File: config.mk
export PLATFORM = sky130hd
export DESIGN_NAME = paoc_top
export DESIGN_NICKNAME = d
export VERILOG_FILES = /design/src/hw/paoc_top.v
export VERILOG_INCLUDE_DIRS = /design/src /design/src/hw
export SDC_FILE = /design/constraint.sdc
export NUM_CORES = 1
export LEC_CHECK = 0
export BUFFER_PORTS_ARGS = -buffer_cell sky130_fd_sc_hd__buf_4
export CAP_MARGIN = 5
export CORE_UTILIZATION = 40
export CTS_CLUSTER_DIAMETER = 100
export CTS_CLUSTER_SIZE = 10
export DETAILED_ROUTE_END_ITERATION = 8
export GPL_TIMING_DRIVEN = 0
export PLACE_DENSITY_LB_ADDON = 0.05
export SLEW_MARGIN = 5
export SYNTH_ARGS = -nofsm -noshare
export SYNTH_HDL_FRONTEND = slang
export SYNTH_SLANG_ARGS = --single-unit
File: constraint.sdc
create_clock -name MCLK -period 3.7 [get_ports MCLK]
set_input_delay 0.185 -clock MCLK [delete_from_list [all_inputs] [get_ports MCLK]]
set_output_delay 0.185 -clock MCLK [all_outputs]
set_load 0.01 [all_outputs]
File: src/hw/paoc_consts.vh
// Constants of the phase adjust and output control block
`ifndef PAOC_CONSTS_VH
`define PAOC_CONSTS_VH

// Serial instruction layout
`define PAOC_AW 15
`define PAOC_HDR_BITS 4'hf
`define PAOC_BYTE_LAST 4'h7
`define PAOC_RD_BIT 14

// Register byte addresses
`define PAOC_A_MUTE 15'h0004
`define PAOC_A_INT_LO 15'h0010
`define PAOC_A_INT_HI 15'h0011
`define PAOC_A_FR1_B0 15'h0012
`define PAOC_A_FR1_B1 15'h0013
`define PAOC_A_FR1_B2 15'h0014
`define PAOC_A_FR1_TOP 15'h0015
`define PAOC_A_FR2_B0 15'h0017
`define PAOC_A_FR2_B1 15'h0018
`define PAOC_A_FR2_B2 15'h0019
`define PAOC_A_MD2_B0 15'h001a
`define PAOC_A_MD2_B1 15'h001b
`define PAOC_A_MD2_B2 15'h001c
`define PAOC_A_POWER 15'h0029
`define PAOC_A_CTRL 15'h0030
`define PAOC_A_AMOUNT 15'h0033
`define PAOC_A_PW_LO 15'h0034
`define PAOC_A_PW_HI 15'h0035
`define PAOC_A_CUM_LO 15'h0061
`define PAOC_A_CUM_HI 15'h0062
`define PAOC_A_BLD_LO 15'h0063
`define PAOC_A_BLD_HI 15'h0064

// Field positions
`define PAOC_OUTDIV_MSB 7
`define PAOC_OUTDIV_LSB 5
`define PAOC_INVERT_BIT 4
`define PAOC_INTHI_MSB 3
`define PAOC_CTRL_METHOD 0
`define PAOC_CTRL_POL 1
`define PAOC_CTRL_RESYNC 2
`define PAOC_CTRL_BLEED 3
`define PAOC_CTRL_AUTO 4

// Output divider codes, given as log2 of the ratio
`define PAOC_DIV1 3'h0
`define PAOC_DIV2 3'h1
`define PAOC_DIV4 3'h2

// Phase accumulator width and bleed level maximum
`define PAOC_CUM_W 13
`define PAOC_BLEED_MAX 9'h1ff

// Reset values
`define PAOC_RST_BYTE 8'h00
`define PAOC_RST_MOD2 24'h000001

`endif

File: src/hw/paoc_top.v
// Phase adjust, feedback word and output mute control with serial registers
`timescale 1ns/10ps
`default_nettype none
`include "paoc_consts.vh"

module paoc_top (
    input wire MCLK,
    input wire RST_N,
    input wire SCLK,
    input wire CSB_N,
    input wire SDI,
    output wire SDO,
    output wire SDO_OE,
    input wire PHASE_STROBE_PIN,
    input wire PHASE_DIRECTION_PIN,
    input wire LOCKED,
    input wire CAL_BUSY,
    output reg [1:0] DIV_LOG2,
    output reg OUTPUT_INVERT,
    output reg [11:0] INT_WORD,
    output wire [24:0] PRIMARY_FRACTION_WORD,
    output wire [23:0] SECONDARY_FRACTION_WORD,
    output wire [23:0] SECONDARY_MODULUS,
    output reg CAL_START,
    output reg PHASE_METHOD_SEL,
    output reg PHASE_RESYNC_ENABLE,
    output reg BLEED_ENABLE,
    output reg [8:0] BLEED_LEVEL,
    output reg [12:0] PHASE_OFFSET,
    output reg PHASE_STEP,
    output wire [3:0] OUT_A_POWER_LEVEL,
    output wire [3:0] OUT_B_POWER_LEVEL,
    output reg OUT_A_MUTED,
    output reg OUT_A_HIGH,
    output reg OUT_A_DRIVER_ON,
    output reg OUT_B_MUTED,
    output reg OUT_B_HIGH,
    output reg OUT_B_DRIVER_ON
);

    // Mute decode: returns {muted, high, driver_on}
    function [2:0] mute_dec;
        input [2:0] code;
        input cal;
        input lock;
        begin
            case (code)
                3'h0: mute_dec = 3'h1;
                3'h1: mute_dec = 3'h4;
                3'h2: mute_dec = 3'h6;
                3'h3: mute_dec = 3'h5;
                3'h4: mute_dec = cal ? 3'h4 : 3'h1;
                3'h5: mute_dec = cal ? 3'h5 : 3'h1;
                3'h6: mute_dec = lock ? 3'h1 : 3'h4;
                default: mute_dec = lock ? 3'h1 : 3'h5;
            endcase
        end
    endfunction

    // Input synchronisers
    wire [6:0] raw_in;
    reg [6:0] s1;
    reg [6:0] s2;
    reg [6:0] s3;
    reg [6:0] filt;
    wire [6:0] agree;
    genvar gi;
    // Reset to pin idle levels so chip select reads deselected
    localparam [6:0] sync_idle = 7'h02;

    assign raw_in = {CAL_BUSY, LOCKED, PHASE_DIRECTION_PIN,
                     PHASE_STROBE_PIN, SDI, CSB_N, SCLK};
    assign agree = ~(s2 ^ s3);

    generate
        for (gi = 0; gi < 7; gi = gi + 1) begin : g_sync
            always @(posedge MCLK) begin
                if (!RST_N) begin
                    s1[gi] <= sync_idle[gi];
                    s2[gi] <= sync_idle[gi];
                    s3[gi] <= sync_idle[gi];
                    filt[gi] <= sync_idle[gi];
                end else begin
                    s1[gi] <= raw_in[gi];
                    s2[gi] <= s1[gi];
                    s3[gi] <= s2[gi];
                    if (agree[gi])
                        filt[gi] <= s3[gi];
                end
            end
        end
    endgenerate

    wire sclk_rise;
    wire sclk_fall;
    wire selected;
    wire sdi_bit;
    wire strobe_fall;
    wire locked_s;
    wire cal_s;

    assign sclk_rise = agree[0] & s3[0] & ~filt[0];
    assign sclk_fall = agree[0] & ~s3[0] & filt[0];
    assign selected = ~filt[1];
    assign sdi_bit = filt[2];
    assign strobe_fall = agree[3] & ~s3[3] & filt[3];
    assign locked_s = filt[5];
    assign cal_s = filt[6];

    // Serial port state
    reg [15:0] shift;
    reg [3:0] bit_cnt;
    reg in_header;
    reg read_op;
    reg [14:0] addr;
    reg [7:0] tx;
    reg wr_pulse;
    reg [14:0] wr_addr;
    reg [7:0] wr_data;
    reg [7:0] rdata;

    assign SDO = tx[7];
    assign SDO_OE = selected & read_op & ~in_header;

    always @(posedge MCLK) begin
        if (!RST_N) begin
            shift <= 16'h0000;
            bit_cnt <= 4'h0;
            in_header <= 1'b1;
            read_op <= 1'b0;
            addr <= 15'h0000;
            tx <= 8'h00;
            wr_pulse <= 1'b0;
            wr_addr <= 15'h0000;
            wr_data <= 8'h00;
        end else begin
            wr_pulse <= 1'b0;
            if (!selected) begin
                in_header <= 1'b1;
                bit_cnt <= 4'h0;
                read_op <= 1'b0;
            end else if (sclk_rise) begin
                shift <= {shift[14:0], sdi_bit};
                bit_cnt <= bit_cnt + 4'h1;
                if (in_header && bit_cnt == `PAOC_HDR_BITS) begin
                    in_header <= 1'b0;
                    read_op <= shift[`PAOC_RD_BIT];
                    addr <= {shift[13:0], sdi_bit};
                    bit_cnt <= 4'h0;
                end else if (!in_header && bit_cnt == `PAOC_BYTE_LAST) begin
                    // Streaming: each byte moves to the next address
                    bit_cnt <= 4'h0;
                    addr <= addr + 15'h0001;
                    if (!read_op) begin
                        wr_pulse <= 1'b1;
                        wr_addr <= addr;
                        wr_data <= {shift[6:0], sdi_bit};
                    end
                end
            end else if (sclk_fall && !in_header) begin
                if (bit_cnt == 4'h0)
                    tx <= rdata;
                else
                    tx <= {tx[6:0], 1'b0};
            end
        end
    end

    // Register storage
    reg [7:0] mute_reg;
    reg [7:0] int_lo_main;
    reg [7:0] int_hi_main;
    reg [7:0] fr1_b0;
    reg [7:0] fr1_b1;
    reg [7:0] fr1_b2;
    reg fr1_top;
    reg [7:0] fr2_b0;
    reg [7:0] fr2_b1;
    reg [7:0] fr2_b2;
    reg [7:0] md2_b0;
    reg [7:0] md2_b1;
    reg [7:0] md2_b2;
    reg [7:0] power_reg;
    reg [7:0] ctrl_reg;
    reg [7:0] amount;
    reg [12:0] phase_word;
    reg [12:0] phase_total;
    reg [2:0] outdiv_act;
    localparam [23:0] mod2_rst = `PAOC_RST_MOD2;

    assign PRIMARY_FRACTION_WORD = {fr1_top, fr1_b2, fr1_b1, fr1_b0};
    assign SECONDARY_FRACTION_WORD = {fr2_b2, fr2_b1, fr2_b0};
    assign SECONDARY_MODULUS = {md2_b2, md2_b1, md2_b0};
    assign OUT_A_POWER_LEVEL = power_reg[3:0];
    assign OUT_B_POWER_LEVEL = power_reg[7:4];

    always @* begin
        if (addr == `PAOC_A_MUTE)
            rdata = mute_reg;
        else if (addr == `PAOC_A_INT_LO)
            rdata = int_lo_main;
        else if (addr == `PAOC_A_INT_HI)
            rdata = int_hi_main;
        else if (addr == `PAOC_A_FR1_B0)
            rdata = fr1_b0;
        else if (addr == `PAOC_A_FR1_B1)
            rdata = fr1_b1;
        else if (addr == `PAOC_A_FR1_B2)
            rdata = fr1_b2;
        else if (addr == `PAOC_A_FR1_TOP)
            rdata = {7'h00, fr1_top};
        else if (addr == `PAOC_A_FR2_B0)
            rdata = fr2_b0;
        else if (addr == `PAOC_A_FR2_B1)
            rdata = fr2_b1;
        else if (addr == `PAOC_A_FR2_B2)
            rdata = fr2_b2;
        else if (addr == `PAOC_A_MD2_B0)
            rdata = md2_b0;
        else if (addr == `PAOC_A_MD2_B1)
            rdata = md2_b1;
        else if (addr == `PAOC_A_MD2_B2)
            rdata = md2_b2;
        else if (addr == `PAOC_A_POWER)
            rdata = power_reg;
        else if (addr == `PAOC_A_CTRL)
            rdata = ctrl_reg;
        else if (addr == `PAOC_A_AMOUNT)
            rdata = amount;
        else if (addr == `PAOC_A_PW_LO)
            rdata = phase_word[7:0];
        else if (addr == `PAOC_A_PW_HI)
            rdata = {3'h0, phase_word[12:8]};
        else if (addr == `PAOC_A_CUM_LO)
            rdata = phase_total[7:0];
        else if (addr == `PAOC_A_CUM_HI)
            rdata = {3'h0, phase_total[12:8]};
        else if (addr == `PAOC_A_BLD_LO)
            rdata = BLEED_LEVEL[7:0];
        else if (addr == `PAOC_A_BLD_HI)
            rdata = {7'h00, BLEED_LEVEL[8]};
        else
            rdata = 8'h00;
    end

    always @(posedge MCLK) begin
        if (!RST_N) begin
            mute_reg <= `PAOC_RST_BYTE;
            int_lo_main <= `PAOC_RST_BYTE;
            int_hi_main <= `PAOC_RST_BYTE;
            fr1_b0 <= `PAOC_RST_BYTE;
            fr1_b1 <= `PAOC_RST_BYTE;
            fr1_b2 <= `PAOC_RST_BYTE;
            fr1_top <= 1'b0;
            fr2_b0 <= `PAOC_RST_BYTE;
            fr2_b1 <= `PAOC_RST_BYTE;
            fr2_b2 <= `PAOC_RST_BYTE;
            md2_b0 <= mod2_rst[7:0];
            md2_b1 <= mod2_rst[15:8];
            md2_b2 <= mod2_rst[23:16];
            power_reg <= `PAOC_RST_BYTE;
            ctrl_reg <= `PAOC_RST_BYTE;
            amount <= `PAOC_RST_BYTE;
            phase_word <= 13'h0000;
        end else if (wr_pulse) begin
            if (wr_addr == `PAOC_A_MUTE)
                mute_reg <= wr_data;
            else if (wr_addr == `PAOC_A_INT_LO)
                int_lo_main <= wr_data;
            else if (wr_addr == `PAOC_A_INT_HI)
                int_hi_main <= wr_data;
            else if (wr_addr == `PAOC_A_FR1_B0)
                fr1_b0 <= wr_data;
            else if (wr_addr == `PAOC_A_FR1_B1)
                fr1_b1 <= wr_data;
            else if (wr_addr == `PAOC_A_FR1_B2)
                fr1_b2 <= wr_data;
            else if (wr_addr == `PAOC_A_FR1_TOP)
                fr1_top <= wr_data[0];
            else if (wr_addr == `PAOC_A_FR2_B0)
                fr2_b0 <= wr_data;
            else if (wr_addr == `PAOC_A_FR2_B1)
                fr2_b1 <= wr_data;
            else if (wr_addr == `PAOC_A_FR2_B2)
                fr2_b2 <= wr_data;
            else if (wr_addr == `PAOC_A_MD2_B0)
                md2_b0 <= wr_data;
            else if (wr_addr == `PAOC_A_MD2_B1)
                md2_b1 <= wr_data;
            else if (wr_addr == `PAOC_A_MD2_B2)
                md2_b2 <= wr_data;
            else if (wr_addr == `PAOC_A_POWER)
                power_reg <= wr_data;
            else if (wr_addr == `PAOC_A_CTRL)
                ctrl_reg <= wr_data;
            else if (wr_addr == `PAOC_A_AMOUNT)
                amount <= wr_data;
            else if (wr_addr == `PAOC_A_PW_LO)
                phase_word[7:0] <= wr_data;
            else if (wr_addr == `PAOC_A_PW_HI)
                phase_word[12:8] <= wr_data[4:0];
        end
    end

    // Active copies of the double-buffered loop fields
    always @(posedge MCLK) begin
        if (!RST_N) begin
            INT_WORD <= 12'h000;
            outdiv_act <= `PAOC_DIV1;
            OUTPUT_INVERT <= 1'b0;
            CAL_START <= 1'b0;
            DIV_LOG2 <= 2'h0;
        end else begin
            CAL_START <= 1'b0;
            if (wr_pulse && wr_addr == `PAOC_A_INT_LO) begin
                // integer part of the feedback ratio
                INT_WORD <= {int_hi_main[`PAOC_INTHI_MSB:0], wr_data};
                outdiv_act <= int_hi_main[`PAOC_OUTDIV_MSB:`PAOC_OUTDIV_LSB];
                OUTPUT_INVERT <= int_hi_main[`PAOC_INVERT_BIT];
                CAL_START <= 1'b1;
            end
            // divide by 1, 2 or 4; unused codes fall back to 1
            if (outdiv_act == `PAOC_DIV2)
                DIV_LOG2 <= 2'h1;
            else if (outdiv_act == `PAOC_DIV4)
                DIV_LOG2 <= 2'h2;
            else
                DIV_LOG2 <= 2'h0;
        end
    end

    // Phase steps from the pin pair
    reg dir_held;
    wire step_go;
    wire step_rev;
    wire [9:0] bleed_up;
    wire [9:0] bleed_dn;

    assign step_go = strobe_fall & ctrl_reg[`PAOC_CTRL_AUTO];
    // direction 1 reverses the polarity sense
    assign step_rev = ctrl_reg[`PAOC_CTRL_POL] ^ dir_held;
    assign bleed_up = {1'b0, BLEED_LEVEL} + {2'h0, amount};
    assign bleed_dn = {1'b0, BLEED_LEVEL} - {2'h0, amount};

    always @(posedge MCLK) begin
        if (!RST_N) begin
            dir_held <= 1'b0;
            PHASE_STEP <= 1'b0;
            phase_total <= 13'h0000;
            BLEED_LEVEL <= 9'h000;
            PHASE_OFFSET <= 13'h0000;
            PHASE_METHOD_SEL <= 1'b0;
            PHASE_RESYNC_ENABLE <= 1'b0;
            BLEED_ENABLE <= 1'b0;
        end else begin
            // Direction is taken while the strobe is still high
            if (filt[3])
                dir_held <= filt[4];
            PHASE_STEP <= step_go;
            PHASE_METHOD_SEL <= ctrl_reg[`PAOC_CTRL_METHOD];
            PHASE_RESYNC_ENABLE <= ctrl_reg[`PAOC_CTRL_RESYNC];
            BLEED_ENABLE <= ctrl_reg[`PAOC_CTRL_BLEED];
            if (step_go && ctrl_reg[`PAOC_CTRL_METHOD]) begin
                if (step_rev)
                    phase_total <= phase_total - {5'h00, amount};
                else
                    phase_total <= phase_total + {5'h00, amount};
            end
            if (step_go && !ctrl_reg[`PAOC_CTRL_METHOD]) begin
                // bleed up or down, clamped to its range
                if (!step_rev)
                    BLEED_LEVEL <= bleed_dn[9] ? 9'h000 : bleed_dn[8:0];
                else if (bleed_up > {1'b0, `PAOC_BLEED_MAX})
                    BLEED_LEVEL <= `PAOC_BLEED_MAX;
                else
                    BLEED_LEVEL <= bleed_up[8:0];
            end
            PHASE_OFFSET <= phase_word + phase_total;
        end
    end

    // Mute outputs, registered to keep glitches off the drivers
    always @(posedge MCLK) begin
        if (!RST_N) begin
            {OUT_A_MUTED, OUT_A_HIGH, OUT_A_DRIVER_ON} <= 3'h1;
            {OUT_B_MUTED, OUT_B_HIGH, OUT_B_DRIVER_ON} <= 3'h1;
        end else begin
            {OUT_A_MUTED, OUT_A_HIGH, OUT_A_DRIVER_ON} <=
                mute_dec(mute_reg[2:0], cal_s, locked_s);
            {OUT_B_MUTED, OUT_B_HIGH, OUT_B_DRIVER_ON} <=
                mute_dec(mute_reg[5:3], cal_s, locked_s);
        end
    end

endmodule
`default_nettype wire

==> out/qor.yml <==
outcome:
  outcome: "complete, no violations"
cts:
  worstSkewPairLatency_ns: 0.57
  clk_root_buffer_cell: "clkbuf_16"
  cts_inserted_buffers: 35
  h-tree-depth: 2
  cts_tree: "built"
  clk_path_buf_depth: 3
  clkSinkCount: 295
  clk_pin_slew_ns: 0.06
synthesis:
  synth_fa_ha_area_frac: 0.0468
  yosysUniqueCellTypes: 82
  netlist.area_leader.share: 0.392
  synth.yosys.warnings: 0
  synthesized_area_fraction_occupied_by_ao_oa_aoi_and_oai_cells: 0.190
  post_synth_instance_area_um2: 15100
  ys.flop_type: "dfxtp_1"
  synth-simple-area-share: 0.245
  postSynthNetCount: 1937
  synth_top_family_by_area: "simple AND/OR/NAND/NOR gates"
  yosysSeqAreaShare: 0.392
  synthesized_instance_count: 1874
  yosys-mux-area-fraction: 0.0664
  postSynthRegisterBits: 295
  synth_area_leaders: "dfxtp_1, nand2_1, mux2i_1"
  post_synth.cell_area_avg_um2: 8.05
  synth_xor_area_frac: 0.0139
  synth-edff-count: 0
  fraction_of_registers_with_async_set_or_reset_after_synthesis: 0
  post-synth-top-area-cell: "dfxtp_1"
floorplan:
  die_area_um2: 38500
  dieWidth_um: 196
  floorplan.initialDensity: 0.409
  rows: 70
  io_pins: 140
  dieHeight_um: 196
  floorplan.core_area_um2: 36900
layout:
  multi_input_area_um2: 8550
  drive_above_1_share: 0.113
  finish.net_count: 2121
  largestRegisters: "addr x15, shift x15, wr_addr x15"
  areaGrowthSynthToFinish_pct: 18.4
  final_core_utilization: 0.484
  ff_latch_area_um2: 5910
  fill_cell_instance_count_of_the_final_layout: 3768
sta:
  fin_worst_hold_slack_ns: 0.199
  max_slew.worst_pin.slew_ns: 1.24
  post-route-period-util: 0.970
  fin_crit_ns: 3.59
  timing.fmax_ghz: 0.279
  finalSetupViolations: 0
  max_slew_headroom_at_the_worst_pin: 0.176
  timing.final.hold_violations: 0
  final_ws_setup_ns: 0.112
  skew_ns: 0.0230
  slew_viol_final: 0
  rsz0062_at_grt: "yes"
power:
  total_leakage_power_nw: 6.68
  vdd_ir_drop_max_v: 0.000347
  pwr_cell_area_nw_per_um2: 360
route:
  first_iteration_detailed_routing_drc_count: 1392
  num_vias: 14800
  route.detailed.drc: 0
  drt.antenna.violating_nets: 0
  wirelength_mm: 62.8
  firstDrtPassIters: 5
  post_drt_via_cell_ratio: 5.78
  wire_per_inst_um: 24.5
global_route:
  first_global_vias: 13800
  gr-usage-all-layers: 0.324
  grt_first_pass_wirelength_mm: 91.7
  antenna_found_initial: 1
  largest_net_degree_at_the_start_of_global_routing: 11
  globalRouteOverflowTotal: 0
worst_hold_path:
  min-delay-start: "RST_N"
  min_path_type: "input pin to flip-flop"
critical_path:
  crit_required_ns: 4.16
  timing.critical_path.arrival_ns: 4.05
  worstReg2RegStart: "ctrl_reg[1]"
  endpoint_type_of_the_worst_setup_path: "flip-flop"
  timing.reg2reg.setup_slack_ns: 0.11
  start_kind: "flip-flop"
  cp_slowest_stage_delay_ns: 0.53
  timing.setup.critical_path_class: "flip-flop to flip-flop"
  crit_start: "ctrl_reg[1]"
  crit_chain: "xor2_2 > clkbuf_2 > nor2_1 > xnor2_1 > ha_1 > o21a_1 > o31a_1 > o211ai_1 > a21oi_1 > o31a_1 > o21a_1 > o311ai_0"
  crit_path_top_delay_cell: "dfxtp_1"
  crit_fanout: 10
placed_design:
  gp_congestion: 0.962
  detailedPlace.worstSlack_ns: -0.239
  placement.io_buffers: 138
  post-dp-hpwl_mm: 47.0
flow_run:
  cap_violations: 0
[cells in the mapped netlist (all sizes together) (6+ instances only)]
master and number:
a211oi 21, a21o 13, a21oi 182, a221oi 13, a22oi 11, a31oi 15
and2 34, and3 17, buf 16, clkbuf 112, dfxtp 295, ha 50
inv 43, mux2i 100, nand2 274, nand2b 18, nand3 54, nand3b 13
nand4 19, nor2 211, nor2b 20, nor3 40, nor3b 14, nor4 18
o211ai 9, o21a 11, o21ai 86, o22ai 11, o2bb2ai 7, o311ai 9
o31ai 12, or2 7, or3 11, or4 6, xnor2 15, xor2 9
[path summary, 6_finish.rpt]
kind                     end  cells after the start
max          phase_total[11]                     12
min reg2reg            s2[1]                      1
min                    tx[5]                      3
max reg2reg  phase_total[11]                     12
[cell usage in the layout (no fill, tap or decap), drive strengths merged, types with 7 or more instances in the layout]
cell and n:
dfxtp 295, nand2 274, nor2 211, a21oi 182
buf 156, clkbuf 148, mux2i 100, o21ai 86
nand3 54, ha 50, inv 46, nor3 40
and2 34, a211oi 21, nor2b 20, nand4 19
nand2b 18, nor4 18, and3 17, a31oi 15
xnor2 15, nor3b 14, a21o 13, nand3b 13
a221oi 13, o31ai 12, or3 11, o22ai 11
a22oi 11, o21a 11, o211ai 9, xor2 9
o311ai 9, or2 7, o2bb2ai 7, dlygate4sd3 7
[area by class of cell]
| cell class | instances | area share |
|---|---|---|
| clock buffer | 36 | 0.0498 |
| multi-input combinational | 1408 | 0.479 |
| clock inverter | 4 | 0.00301 |
| antenna | 1 | 0.000140 |
| timing repair buffer | 148 | 0.0634 |
| buffer | 127 | 0.0298 |
| inverter | 43 | 0.00904 |
| tap | 504 | 0.0353 |
| sequential | 295 | 0.331 |
[layer usage]
layer / up-vias / part of all wire / global-route usage
met1: 7232 / 0.45 / 0.442
met3: 90 / 0.067 / 0.0517
met2: 545 / 0.46 / 0.526
li1: 6959 / - / -
met4: 0 / 0.026 / 0.0929
met5: - / 0 / 0
[logic make-up after synthesis]
logic type	Yosys count
simple gates	772
compound gates	458
flops	295
buf+inv	171
mux	100
fa+ha+maj	54
xor+xnor	24
[critical path, delay by kind of cell, from the launching register on]
| kind | cells | cell delay, ns |
|---|---|---|
| and+or+nand+nor | 1 | 0.09 |
| DFF | 1 | 0.53 |
| AOI/OAI and AO/OA | 7 | 1.49 |
| xor gates and xnor gates | 2 | 0.64 |
| buffers and inverters | 1 | 0.36 |
| adders and majority gates | 1 | 0.35 |
[per-stage QoR]
step / power, W / TNS [ns] / instances / instance area, um2
2_1_floorplan: 0.00331 / 0 / 1874 / 15100
3_3_place_gp: 0.00338 / -0.753 / 2516 / 16700
3_5_place_dp: 0.00338 / -0.499 / 2517 / 16800
4_1_cts: 0.00649 / 0 / 2564 / 17800
5_1_grt: 0.00661 / -0.167 / 2565 / 17900
6_report: 0.00643 / 0 / 2566 / 17900
[repair_timing]
action	4_1_cts	5_1_grt
hold endpoints to repair	7	0
hold buffers	7	0
endpoints found under the setup margin	5	13
buffers inserted	0	2
pin swaps	0	0
gates resized for setup	6	14
[report_power, final]
part	leakage, nW	switching, W	internal (W)
Combinational	3.84	0.000102	0.0000240
Clock	0.467	0.00139	0.00172
Sequential	2.38	0.00000358	0.00319
No activity file was read; power rests on OpenSTA's default activity.
